<file path="config.mk">
export PLATFORM = sky130hd
export DESIGN_NAME = spi_register_access_flow_control
export DESIGN_NICKNAME = d
export VERILOG_FILES = /design/src/rtl/spi_flow_pkg.sv /design/src/rtl/spi_reg_store.sv /design/src/rtl/spi_register_access_flow_control.sv
export SDC_FILE = /design/constraint.sdc
export NUM_CORES = 2
export LEC_CHECK = 0
export BUFFER_PORTS_ARGS = -buffer_cell sky130_fd_sc_hd__buf_2
export CAP_MARGIN = 5
export CELL_PAD_IN_SITES_DETAIL_PLACEMENT = 0
export CELL_PAD_IN_SITES_GLOBAL_PLACEMENT = 1
export CORE_ASPECT_RATIO = 0.7
export CORE_MARGIN = 2
export CORE_UTILIZATION = 54
export DETAILED_ROUTE_END_ITERATION = 8
export PLACE_DENSITY_LB_ADDON = 0.3
export SLEW_MARGIN = 0
export SYNTH_ARGS = -nofsm -noshare
export SYNTH_HDL_FRONTEND = slang
export SYNTH_HIERARCHICAL = 1
export SYNTH_SLANG_ARGS = --single-unit
</file>
<file path="constraint.sdc">
create_clock -name core_clk_i -period 5.3 [get_ports core_clk_i]
set_input_delay 0.795 -clock core_clk_i [delete_from_list [all_inputs] [get_ports core_clk_i]]
set_output_delay 0.795 -clock core_clk_i [all_outputs]
set_load 0.02 [all_outputs]
</file>
<file path="src/rtl/spi_flow_pkg.sv">
// Shared constants and types for the serial register-access target.
// Assumes a single core clock domain; serial pins are synchronised in the target.
package spi_flow_pkg;

   // Header layout, counted within the 32-bit word as shifted in MSB first.
   localparam int HDR_BITS = 32;
   localparam int HDR_DIR_BIT = 31;
   localparam int HDR_LEN_MSB = 29;
   localparam int HDR_LEN_LSB = 24;
   localparam int HDR_ADDR_MSB = 23;

   // Flow-control bytes driven on the serial output, and the number of wait bytes for reads.
   localparam logic [7:0] WAIT_BYTE = 8'h00;
   localparam logic [7:0] ACK_BYTE = 8'h01;
   localparam logic [7:0] UNMAPPED_BYTE = 8'hff;
   localparam logic [7:0] READ_WAIT_BYTES = 8'h01;

   // Register map: base, locality banks and per-bank offsets.
   localparam logic [7:0] BASE_HI = 8'hd4;
   localparam logic [23:0] REG_BASE = 24'hd40000;
   localparam logic [23:0] LOC_STRIDE = 24'h001000;
   localparam logic [3:0] NUM_LOC = 4'h5;
   localparam int BANK_BYTES = 32;
   localparam int STORE_DEPTH = 160;
   localparam logic [4:0] OFF_OWNERSHIP = 5'h00;
   localparam logic [4:0] OFF_INT_CONFIG = 5'h08;
   localparam logic [4:0] OFF_IRQ_VECTOR = 5'h0c;
   localparam logic [4:0] OFF_INT_EVENTS = 5'h10;
   localparam logic [4:0] OFF_CAPABILITY = 5'h14;
   localparam logic [4:0] OFF_STATUS = 5'h18;

   // Field positions inside the ownership and status bytes.
   localparam int OWN_VALID_BIT = 7;
   localparam int STS_VALID_BIT = 7;
   localparam int STS_PENDING_BIT = 4;

   // Host-side retry limit before declaring the device failed.
   localparam int HOST_TIMEOUT_MS = 2000;

   typedef enum logic [5:0] {
      ST_IDLE = 6'b000001,
      ST_HEADER = 6'b000010,
      ST_WAIT = 6'b000100,
      ST_ACK = 6'b001000,
      ST_DATA = 6'b010000,
      ST_DONE = 6'b100000
   } xfer_state_t;

endpackage

</file>
<file path="src/rtl/spi_reg_store.sv">
// Byte store holding the writable bytes of all locality banks.
// Assumes writes and reads come from logic on the same clock; read data is registered.
`timescale 1ns/1ps
`default_nettype none
module spi_reg_store
#(
   parameter int DEPTH = 160,
   parameter int ADDR_W = 8
)
(
   input wire logic core_clk_i,
   input wire logic rstn_i,
   input wire logic we_i,
   input wire logic [ADDR_W-1:0] waddr_i,
   input wire logic [7:0] wdata_i,
   input wire logic [ADDR_W-1:0] raddr_i,
   output logic [7:0] rdata_o
);

   typedef struct packed {
      logic [DEPTH-1:0][7:0] mem;
      logic [7:0] rd;
   } store_t;

   store_t s_q;
   store_t s_d;

   always_comb
   begin
      s_d = s_q;
      if (we_i && (int'(waddr_i) < DEPTH))
      begin
         s_d.mem[waddr_i] = wdata_i;
      end
      s_d.rd = (int'(raddr_i) < DEPTH) ? s_q.mem[raddr_i] : 8'h00;
   end

   always_ff @(posedge core_clk_i)
   begin
      if (!rstn_i)
      begin
         s_q <= '0;
      end
      else
      begin
         s_q <= s_d;
      end
   end

   assign rdata_o = s_q.rd;

endmodule
`default_nettype wire

</file>
<file path="src/rtl/spi_register_access_flow_control.sv">
// Serial target that decodes request headers, inserts flow control and serves the locality banks.
// Assumes mode-0 serial timing and a serial clock well below a quarter of the core clock.
`timescale 1ns/1ps
`default_nettype none
// Operation
// - First header bit: 1 read, 0 write
// - Six-bit length holds byte count minus one
// - Length field sent most significant bit first
// - 24-bit address follows, MSB first
// - Wait states drive the output low
// - Acknowledge byte ends in one; data follows
// - Reads get exactly one wait state
// - Writes get one or more wait states
// - Status bit 7 qualifies pending and expect; no expect bit here, status has only pending
// - Ownership bit 7 qualifies its other bits
// - Decoding starts at a fixed base address
// - Five banks, 0x1000 stride, ownership at zero
// - Interrupt events register at offset 0x10
// - Vector register at 0x0C drives no pin
// - Capability register at offset 0x14
// - Chip select frames; output low at start
// - Command byte, three address bytes, then data
module spi_register_access_flow_control
#(
   parameter logic [7:0] WRITE_WAIT_BYTES = 8'h01,
   parameter logic [31:0] CAPABILITY = 32'h0000_0000
)
(
   input wire logic core_clk_i,
   input wire logic rstn_i,
   input wire logic spi_clk_i,
   input wire logic spi_cs_n_i,
   input wire logic spi_mosi_i,
   output logic spi_miso_o,
   output logic spi_miso_oe_o,
   input wire logic status_fields_valid_i,
   input wire logic read_data_pending_i,
   input wire logic [7:0] irq_event_i,
   output logic xfer_done_o
);
   import spi_flow_pkg::*;

   typedef struct packed {
      logic sclk_s1;
      logic sclk_s2;
      logic sclk_s3;
      logic cs_s1;
      logic cs_s2;
      logic cs_s3;
      logic mosi_s1;
      logic mosi_s2;
      xfer_state_t state;
      logic [4:0] cnt;
      logic [31:0] hdr;
      logic is_read;
      logic [5:0] len;
      logic [23:0] addr;
      logic [5:0] idx;
      logic [7:0] wait_left;
      logic [7:0] rx;
      logic [7:0] tx;
      logic miso;
      logic oe;
      logic wr_en;
      logic [7:0] wr_addr;
      logic [7:0] wr_data;
      logic [7:0] events;
      logic own_valid;
      logic done;
   } target_t;

   target_t r_q;
   target_t r_d;
   logic [7:0] store_rd;
   logic [23:0] cur_addr;
   logic cur_hit;
   logic [7:0] rd_val;
   logic sclk_rise;
   logic sclk_fall;
   logic cs_fall;
   logic [31:0] hdr_full;
   logic [7:0] rx_full;

   // Returns whether an address falls inside a locality bank's implemented window.
   function automatic logic reg_hit(input logic [23:0] a);
      reg_hit = (a[23:16] == BASE_HI) && (a[15:12] < NUM_LOC) && (a[11:5] == 7'h00);
   endfunction

   // Maps an address onto the byte store: locality in the top bits, bank offset below.
   function automatic logic [7:0] reg_index(input logic [23:0] a);
      reg_index = {a[14:12], a[4:0]};
   endfunction

   assign sclk_rise = r_q.sclk_s2 & ~r_q.sclk_s3;
   assign sclk_fall = ~r_q.sclk_s2 & r_q.sclk_s3;
   assign cs_fall = ~r_q.cs_s2 & r_q.cs_s3;
   assign hdr_full = {r_q.hdr[30:0], r_q.mosi_s2};
   assign rx_full = {r_q.rx[6:0], r_q.mosi_s2};
   assign cur_addr = r_q.addr + {18'h00000, r_q.idx};
   assign cur_hit = reg_hit(cur_addr);

   spi_reg_store #(
      .DEPTH(STORE_DEPTH),
      .ADDR_W(8)
   ) u_store (
      .core_clk_i(core_clk_i),
      .rstn_i(rstn_i),
      .we_i(r_q.wr_en),
      .waddr_i(r_q.wr_addr),
      .wdata_i(r_q.wr_data),
      .raddr_i(reg_index(cur_addr)),
      .rdata_o(store_rd)
   );

   // Read value of the byte at the current transfer address.
   always_comb
   begin
      rd_val = 8'h00;
      if (!cur_hit)
      begin
         rd_val = UNMAPPED_BYTE;
      end
      else if (cur_addr[4:0] == OFF_OWNERSHIP)
      begin
         rd_val = store_rd;
         rd_val[OWN_VALID_BIT] = r_q.own_valid;
      end
      else if ((cur_addr[4:0] >= OFF_INT_CONFIG) && (cur_addr[4:0] <= OFF_IRQ_VECTOR))
      begin
         rd_val = store_rd;
      end
      else if (cur_addr[4:0] == OFF_INT_EVENTS)
      begin
         rd_val = r_q.events;
      end
      else if (cur_addr[4:2] == OFF_CAPABILITY[4:2])
      begin
         rd_val = CAPABILITY[{cur_addr[1:0], 3'b000} +: 8];
      end
      else if (cur_addr[4:0] == OFF_STATUS)
      begin
         rd_val[STS_VALID_BIT] = status_fields_valid_i;
         rd_val[STS_PENDING_BIT] = read_data_pending_i;
      end
   end

   always_comb
   begin
      r_d = r_q;
      r_d.sclk_s1 = spi_clk_i;
      r_d.sclk_s2 = r_q.sclk_s1;
      r_d.sclk_s3 = r_q.sclk_s2;
      r_d.cs_s1 = spi_cs_n_i;
      r_d.cs_s2 = r_q.cs_s1;
      r_d.cs_s3 = r_q.cs_s2;
      r_d.mosi_s1 = spi_mosi_i;
      r_d.mosi_s2 = r_q.mosi_s1;
      r_d.wr_en = 1'b0;
      r_d.done = 1'b0;
      r_d.own_valid = 1'b1;
      // Hardware-set event bits win over a clear in the same cycle.
      r_d.events = r_q.events | irq_event_i;
      if (r_q.cs_s2)
      begin
         // Chip select high ends the frame wherever the sequence stands.
         r_d.state = ST_IDLE;
         r_d.oe = 1'b0;
         r_d.miso = 1'b0;
      end
      else if (cs_fall)
      begin
         r_d.state = ST_HEADER;
         r_d.cnt = 5'h00;
         r_d.idx = 6'h00;
         r_d.tx = 8'h00;
         r_d.miso = 1'b0;
         r_d.oe = 1'b1;
      end
      else if (sclk_rise)
      begin
         r_d.cnt = r_q.cnt + 5'h01;
         r_d.hdr = hdr_full;
         r_d.rx = rx_full;
         case (r_q.state)
            ST_HEADER:
            begin
               if (r_q.cnt == 5'(HDR_BITS - 1))
               begin
                  r_d.is_read = hdr_full[HDR_DIR_BIT];
                  r_d.len = hdr_full[HDR_LEN_MSB:HDR_LEN_LSB];
                  r_d.addr = hdr_full[HDR_ADDR_MSB:0];
                  r_d.wait_left = hdr_full[HDR_DIR_BIT] ? READ_WAIT_BYTES : WRITE_WAIT_BYTES;
                  r_d.state = ST_WAIT;
               end
            end
            ST_WAIT:
            begin
               if (r_q.cnt[2:0] == 3'h7)
               begin
                  r_d.wait_left = r_q.wait_left - 8'h01;
                  if (r_q.wait_left <= 8'h01)
                  begin
                     r_d.state = ST_ACK;
                  end
               end
            end
            ST_ACK:
            begin
               if (r_q.cnt[2:0] == 3'h7)
               begin
                  r_d.state = ST_DATA;
               end
            end
            ST_DATA:
            begin
               if (r_q.cnt[2:0] == 3'h7)
               begin
                  if (!r_q.is_read && cur_hit)
                  begin
                     if (cur_addr[4:0] == OFF_INT_EVENTS)
                     begin
                        r_d.events = (r_q.events & ~rx_full) | irq_event_i;
                     end
                     else if ((cur_addr[4:0] == OFF_OWNERSHIP) ||
                              ((cur_addr[4:0] >= OFF_INT_CONFIG) && (cur_addr[4:0] <= OFF_IRQ_VECTOR)))
                     begin
                        r_d.wr_en = 1'b1;
                        r_d.wr_addr = reg_index(cur_addr);
                        r_d.wr_data = rx_full;
                     end
                  end
                  r_d.idx = r_q.idx + 6'h01;
                  if (r_q.idx == r_q.len)
                  begin
                     r_d.state = ST_DONE;
                     r_d.done = 1'b1;
                  end
               end
            end
            ST_DONE:
            begin
               r_d.state = ST_DONE;
            end
            default:
            begin
               r_d.state = ST_IDLE;
            end
         endcase
      end
      else if (sclk_fall && (r_q.state != ST_IDLE))
      begin
         if (r_q.cnt[2:0] == 3'h0)
         begin
            case (r_q.state)
               ST_WAIT: r_d.tx = WAIT_BYTE;
               ST_ACK: r_d.tx = ACK_BYTE;
               ST_DATA: r_d.tx = r_q.is_read ? rd_val : 8'h00;
               default: r_d.tx = 8'h00;
            endcase
         end
         else
         begin
            r_d.tx = {r_q.tx[6:0], 1'b0};
         end
         r_d.miso = r_d.tx[7];
      end
   end

   always_ff @(posedge core_clk_i)
   begin
      if (!rstn_i)
      begin
         r_q <= '0;
         r_q.state <= ST_IDLE;
         r_q.sclk_s1 <= 1'b0;
         r_q.cs_s1 <= 1'b1;
         r_q.cs_s2 <= 1'b1;
         r_q.cs_s3 <= 1'b1;
      end
      else
      begin
         r_q <= r_d;
      end
   end

   assign spi_miso_o = r_q.miso;
   assign spi_miso_oe_o = r_q.oe;
   assign xfer_done_o = r_q.done;

   // The header-complete moment is used by several checks below.
   logic hdr_done;
   assign hdr_done = sclk_rise && !r_q.cs_s2 && (r_q.state == ST_HEADER) && (r_q.cnt == 5'(HDR_BITS - 1));

   chk_frame_start_low: assert property (@(posedge core_clk_i) disable iff (!rstn_i)
      cs_fall && !r_q.cs_s2 |=> !spi_miso_o && spi_miso_oe_o && (r_q.state == ST_HEADER))
      else $error("output not low and driven at frame start");

   chk_header_direction: assert property (@(posedge core_clk_i) disable iff (!rstn_i)
      hdr_done |=> (r_q.is_read == $past(r_q.hdr[30])))
      else $error("direction not taken from first header bit");

   chk_length_field: assert property (@(posedge core_clk_i) disable iff (!rstn_i)
      hdr_done |=> (r_q.len == $past(r_q.hdr[28:23])) && (r_q.idx == 6'h00))
      else $error("length field misplaced");

   chk_address_field: assert property (@(posedge core_clk_i) disable iff (!rstn_i)
      hdr_done |=> (r_q.addr == {$past(r_q.hdr[22:0]), $past(r_q.mosi_s2)}))
      else $error("address not assembled MSB first");

   chk_read_one_wait: assert property (@(posedge core_clk_i) disable iff (!rstn_i)
      hdr_done && r_q.hdr[30] |=> (r_q.state == ST_WAIT) && (r_q.wait_left == 8'h01))
      else $error("read did not get exactly one wait state");

   chk_wait_drives_low: assert property (@(posedge core_clk_i) disable iff (!rstn_i)
      sclk_fall && !r_q.cs_s2 && (r_q.state == ST_WAIT) |=> !spi_miso_o)
      else $error("wait state not low on output");

   chk_ack_last_bit: assert property (@(posedge core_clk_i) disable iff (!rstn_i)
      sclk_fall && !r_q.cs_s2 && (r_q.state == ST_ACK) && (r_q.cnt[2:0] == 3'h7) |=> spi_miso_o)
      else $error("acknowledge byte does not end in one");

   chk_data_after_ack: assert property (@(posedge core_clk_i) disable iff (!rstn_i)
      (r_q.state != ST_DATA) ##1 (r_q.state == ST_DATA) |-> ($past(r_q.state) == ST_ACK))
      else $error("data phase entered without acknowledge");

   chk_length_end: assert property (@(posedge core_clk_i) disable iff (!rstn_i)
      xfer_done_o |-> (r_q.state == ST_DONE) && (r_q.idx == r_q.len + 6'h01))
      else $error("transfer ended at the wrong byte count");

   chk_status_valid: assert property (@(posedge core_clk_i) disable iff (!rstn_i)
      cur_hit && (cur_addr[4:0] == OFF_STATUS) |-> (rd_val[STS_VALID_BIT] == status_fields_valid_i))
      else $error("status valid bit not reported");

   chk_write_decode: assert property (@(posedge core_clk_i) disable iff (!rstn_i)
      r_q.wr_en |-> ($past(cur_addr[23:16]) == REG_BASE[23:16]) && (r_q.wr_addr[7:5] < 3'h5))
      else $error("store written outside the decoded banks");

endmodule
`default_nettype wire

</file>
==> metrics <==
asr flop ratio synth 0; Worst setup EP type flop; Seq/Total Area, Yosys 0.427; R2R Path End u_store/rdata_o[0]; Final nets 7023; Internal Power 16.5 mW; initial DRC count 7170; CP max FO 52; die area 126000 sq um; DP Area 67600 sq um; Data arrival, critical path 5.20 ns; share of layout cells above drive strength 1 0.116; initial antenna violation count 4; max_slew headroom 0.0711; total negative setup slack 0 ns; Final Hold Viols 0; CP Launch Type flop; Syn Inst Count 7406; f_max 220 MHz; post-CTS sizing 0; clk_lat worst skew 0.79 ns; tightest hold margin 0.208 ns; period utilisation layout 0.859; clk sinks 1419; cell area after synthesis 66500 sq um; fin cells 8738; Flop pwr share 0.506; largest net degree at the start of global routing 293; first-pass GRT wire length 329000 um; status completed; WL final 215000 um; final setup violating endpoints 0; pwr dens 292 nW/um^2; Post-synth EDFFs 0; Setup Buffers After CTS 0; r2r startpoint r_q[53]; HP Start spi_cs_n_i; initial core utilization 0.546; Worst Path Required 5.95 ns; Clock Tree Root clkbuf_16; R2R cell count 9; Syn. warnings 6; # rows 107; Seq cells post-synth 1419; CTS tree built; detailed-route via count 56594; fillers 10508; Hold Path End r_d[136]; Core ar. 122000 sq um; worst min-delay path class in2reg; Hold Buf Count CTS 0; H-tree levels 4; hpwl dp 128000 um; Min Clock Period, post-route 4.55 ns; Pre-antenna DRT Iters 6; Logic pwr share 0.015; vias in the first global route 53202; NetSw 4.60 mW; Clock power frac 0.479; Reg clk slew, reported paths 0.07 ns; Crit Path Category reg2reg; synthesized net count 7435; Port Buffer Count 17; Worst VDD drop 0.281 mV; average cell area after synthesis 8.98 sq um; placed insts 8484; top_reg_cell synth dfxtp_1; FF-to-FF setup slack 0.75 ns; count of cell types in the netlist 83; TritonCTS buffer count 142; die height 298 um; GRT Util Overall 0.332; Worst Tran Pin Value 1.39 ns; RSZ-0062 raised after global routing no; DRC errors left 0; post-route ant nets 0; via density per instance 6.48; hold path depth 2; Final Util 0.592; Worst Clk Skew 0.0283 ns; Max Slew Vio Count 0; P&R area growth vs syn 8.56%; Wirelength per Cell 24.6 um; maxcap violations 0; Finished Cell Area 72200 sq um; remaining global-route overflow 0; sw frac 0.218; CTS max path bufs 3; Ports 18; chip width 423 um; static leakage 21.7 nW; GPL Wtd Cong 0.908
kinds of logic after synthesis:
| kind of cell | share of synthesized area |
|---|---|
| simple gates | 0.134 |
| fa+ha+maj | 0.00275 |
| xor+xnor | 0.00343 |
| mux | 0.134 |
| compound gates | 0.252 |
| flops | 0.427 |
| buf+inv | 0.0461 |
registers in the layout, summed over array words and instances (netlist names):
signal / flops
spi_miso_oe_o: 1
r_q: 91
xfer_done_o: 1
r_d: 5
u_store/s_q: 1280
hdr_full: 32
spi_miso_o: 1
u_store/rdata_o: 8
how the worst max path moves through the flow:
stage / from / end / slack [ns] / depth (start not counted)
after global routing: r_q[53] / u_store/rdata_o[2] / 0.69 / 9
after floorplan: r_q[53] / u_store/rdata_o[2] / 1.88 / 12
after detailed placement: r_q[53] / u_store/rdata_o[5] / 0.74 / 8
final: r_q[53] / u_store/rdata_o[0] / 0.75 / 9
after CTS: r_q[53] / u_store/rdata_o[5] / 0.73 / 8
after global placement: r_q[53] / u_store/rdata_o[5] / 0.83 / 8
critical path, cell delays in order, from the launching register on:
cell and delay [ns]:
dfxtp_1 0.39, ha_4 0.21, fa_4 1.40, buf_12 0.41
mux4_2 0.41, mux4_2 0.47, nor4_1 0.39, a211oi_1 0.19
a221oi_1 0.42, a31oi_1 0.07
cells in the final DEF (no fill, tap or decap), types with 9 or more instances in the layout:
cell type  count
inv_6         10
buf_4        125
nor2b_1       28
nor3_1        17
a31oi_1       10
inv_1         24
dfxtp_1     1411
buf_2         16
nand4_1       13
buf_12        35
o22ai_1       11
a21boi_0    1327
clkinv_2      14
nand2_1     1526
a21oi_1       37
and2_1        10
a21boi_1      18
clkbuf_1      44
mux2i_1       70
a211oi_1      11
nor4_1        10
xor2_1         9
mux4_2       362
o21ai_0     1073
nand2b_1      25
nand3_1      266
nor2_1       185
a22oi_1       30
clkbuf_16    143
xnor2_1       13
clkbuf_8      29
nand2_4       10
ha_1          12
cell usage after synthesis (all sizes together) (24+ instances only):
cell / instances / area share
nor2: 189 / 0.011
mux2i: 70 / 0.011
nor3: 27 / 0.0026
dfxtp: 1419 / 0.43
clkbuf: 636 / 0.036
a22oi: 30 / 0.0034
nand2: 1544 / 0.087
nand2b: 25 / 0.0024
o21ai: 1076 / 0.081
a21oi: 38 / 0.0029
inv: 24 / 0.0014
nand3: 272 / 0.021
buf: 98 / 0.0088
a21boi: 1345 / 0.15
mux4: 362 / 0.12
nor2b: 29 / 0.0027
metrics by stage:
stage,worst slack [ns],total power [mW]
final,0.748,21.1
after global routing,0.685,21.6
after CTS,0.725,21.1
after detailed placement,0.744,11.2
after global placement,0.831,11.2
after floorplan,1.88,11.1
power groups by stage:
| stage | registers, mW | logic (mW) | clock network (mW) |
|---|---|---|---|
| 2_1_floorplan | 10.9 | 0.237 | 0 |
| 3_5_place_dp | 10.9 | 0.301 | 0 |
| 5_1_grt | 10.7 | 0.322 | 10.6 |
| 4_1_cts | 10.7 | 0.301 | 10.2 |
| 6_report | 10.7 | 0.309 | 10.1 |
| 3_3_place_gp | 10.9 | 0.302 | 0 |
cell type report:
type,count,area (sq um),area share
flip-flops and latches,1419,28400,0.394
diodes,2,5.00,0.0000694
well taps,1635,2050,0.0283
repair buffers,178,1750,0.0242
inverters,25,93.8,0.00130
multi-input cells,5228,35300,0.489
clock inverters,35,402,0.00557
clock buffers,216,4140,0.0574
metal layers:
layer,track usage,share of wire,up-vias,wire length (um)
li1,-,-,25300,-
met3,0.0629,0.10,361,21500
met5,0,0.00012,-,25
met4,0.102,0.026,4,5560
met2,0.483,0.43,2808,92000
met1,0.496,0.45,28121,95900
Power figures use the tool's default switching activity.
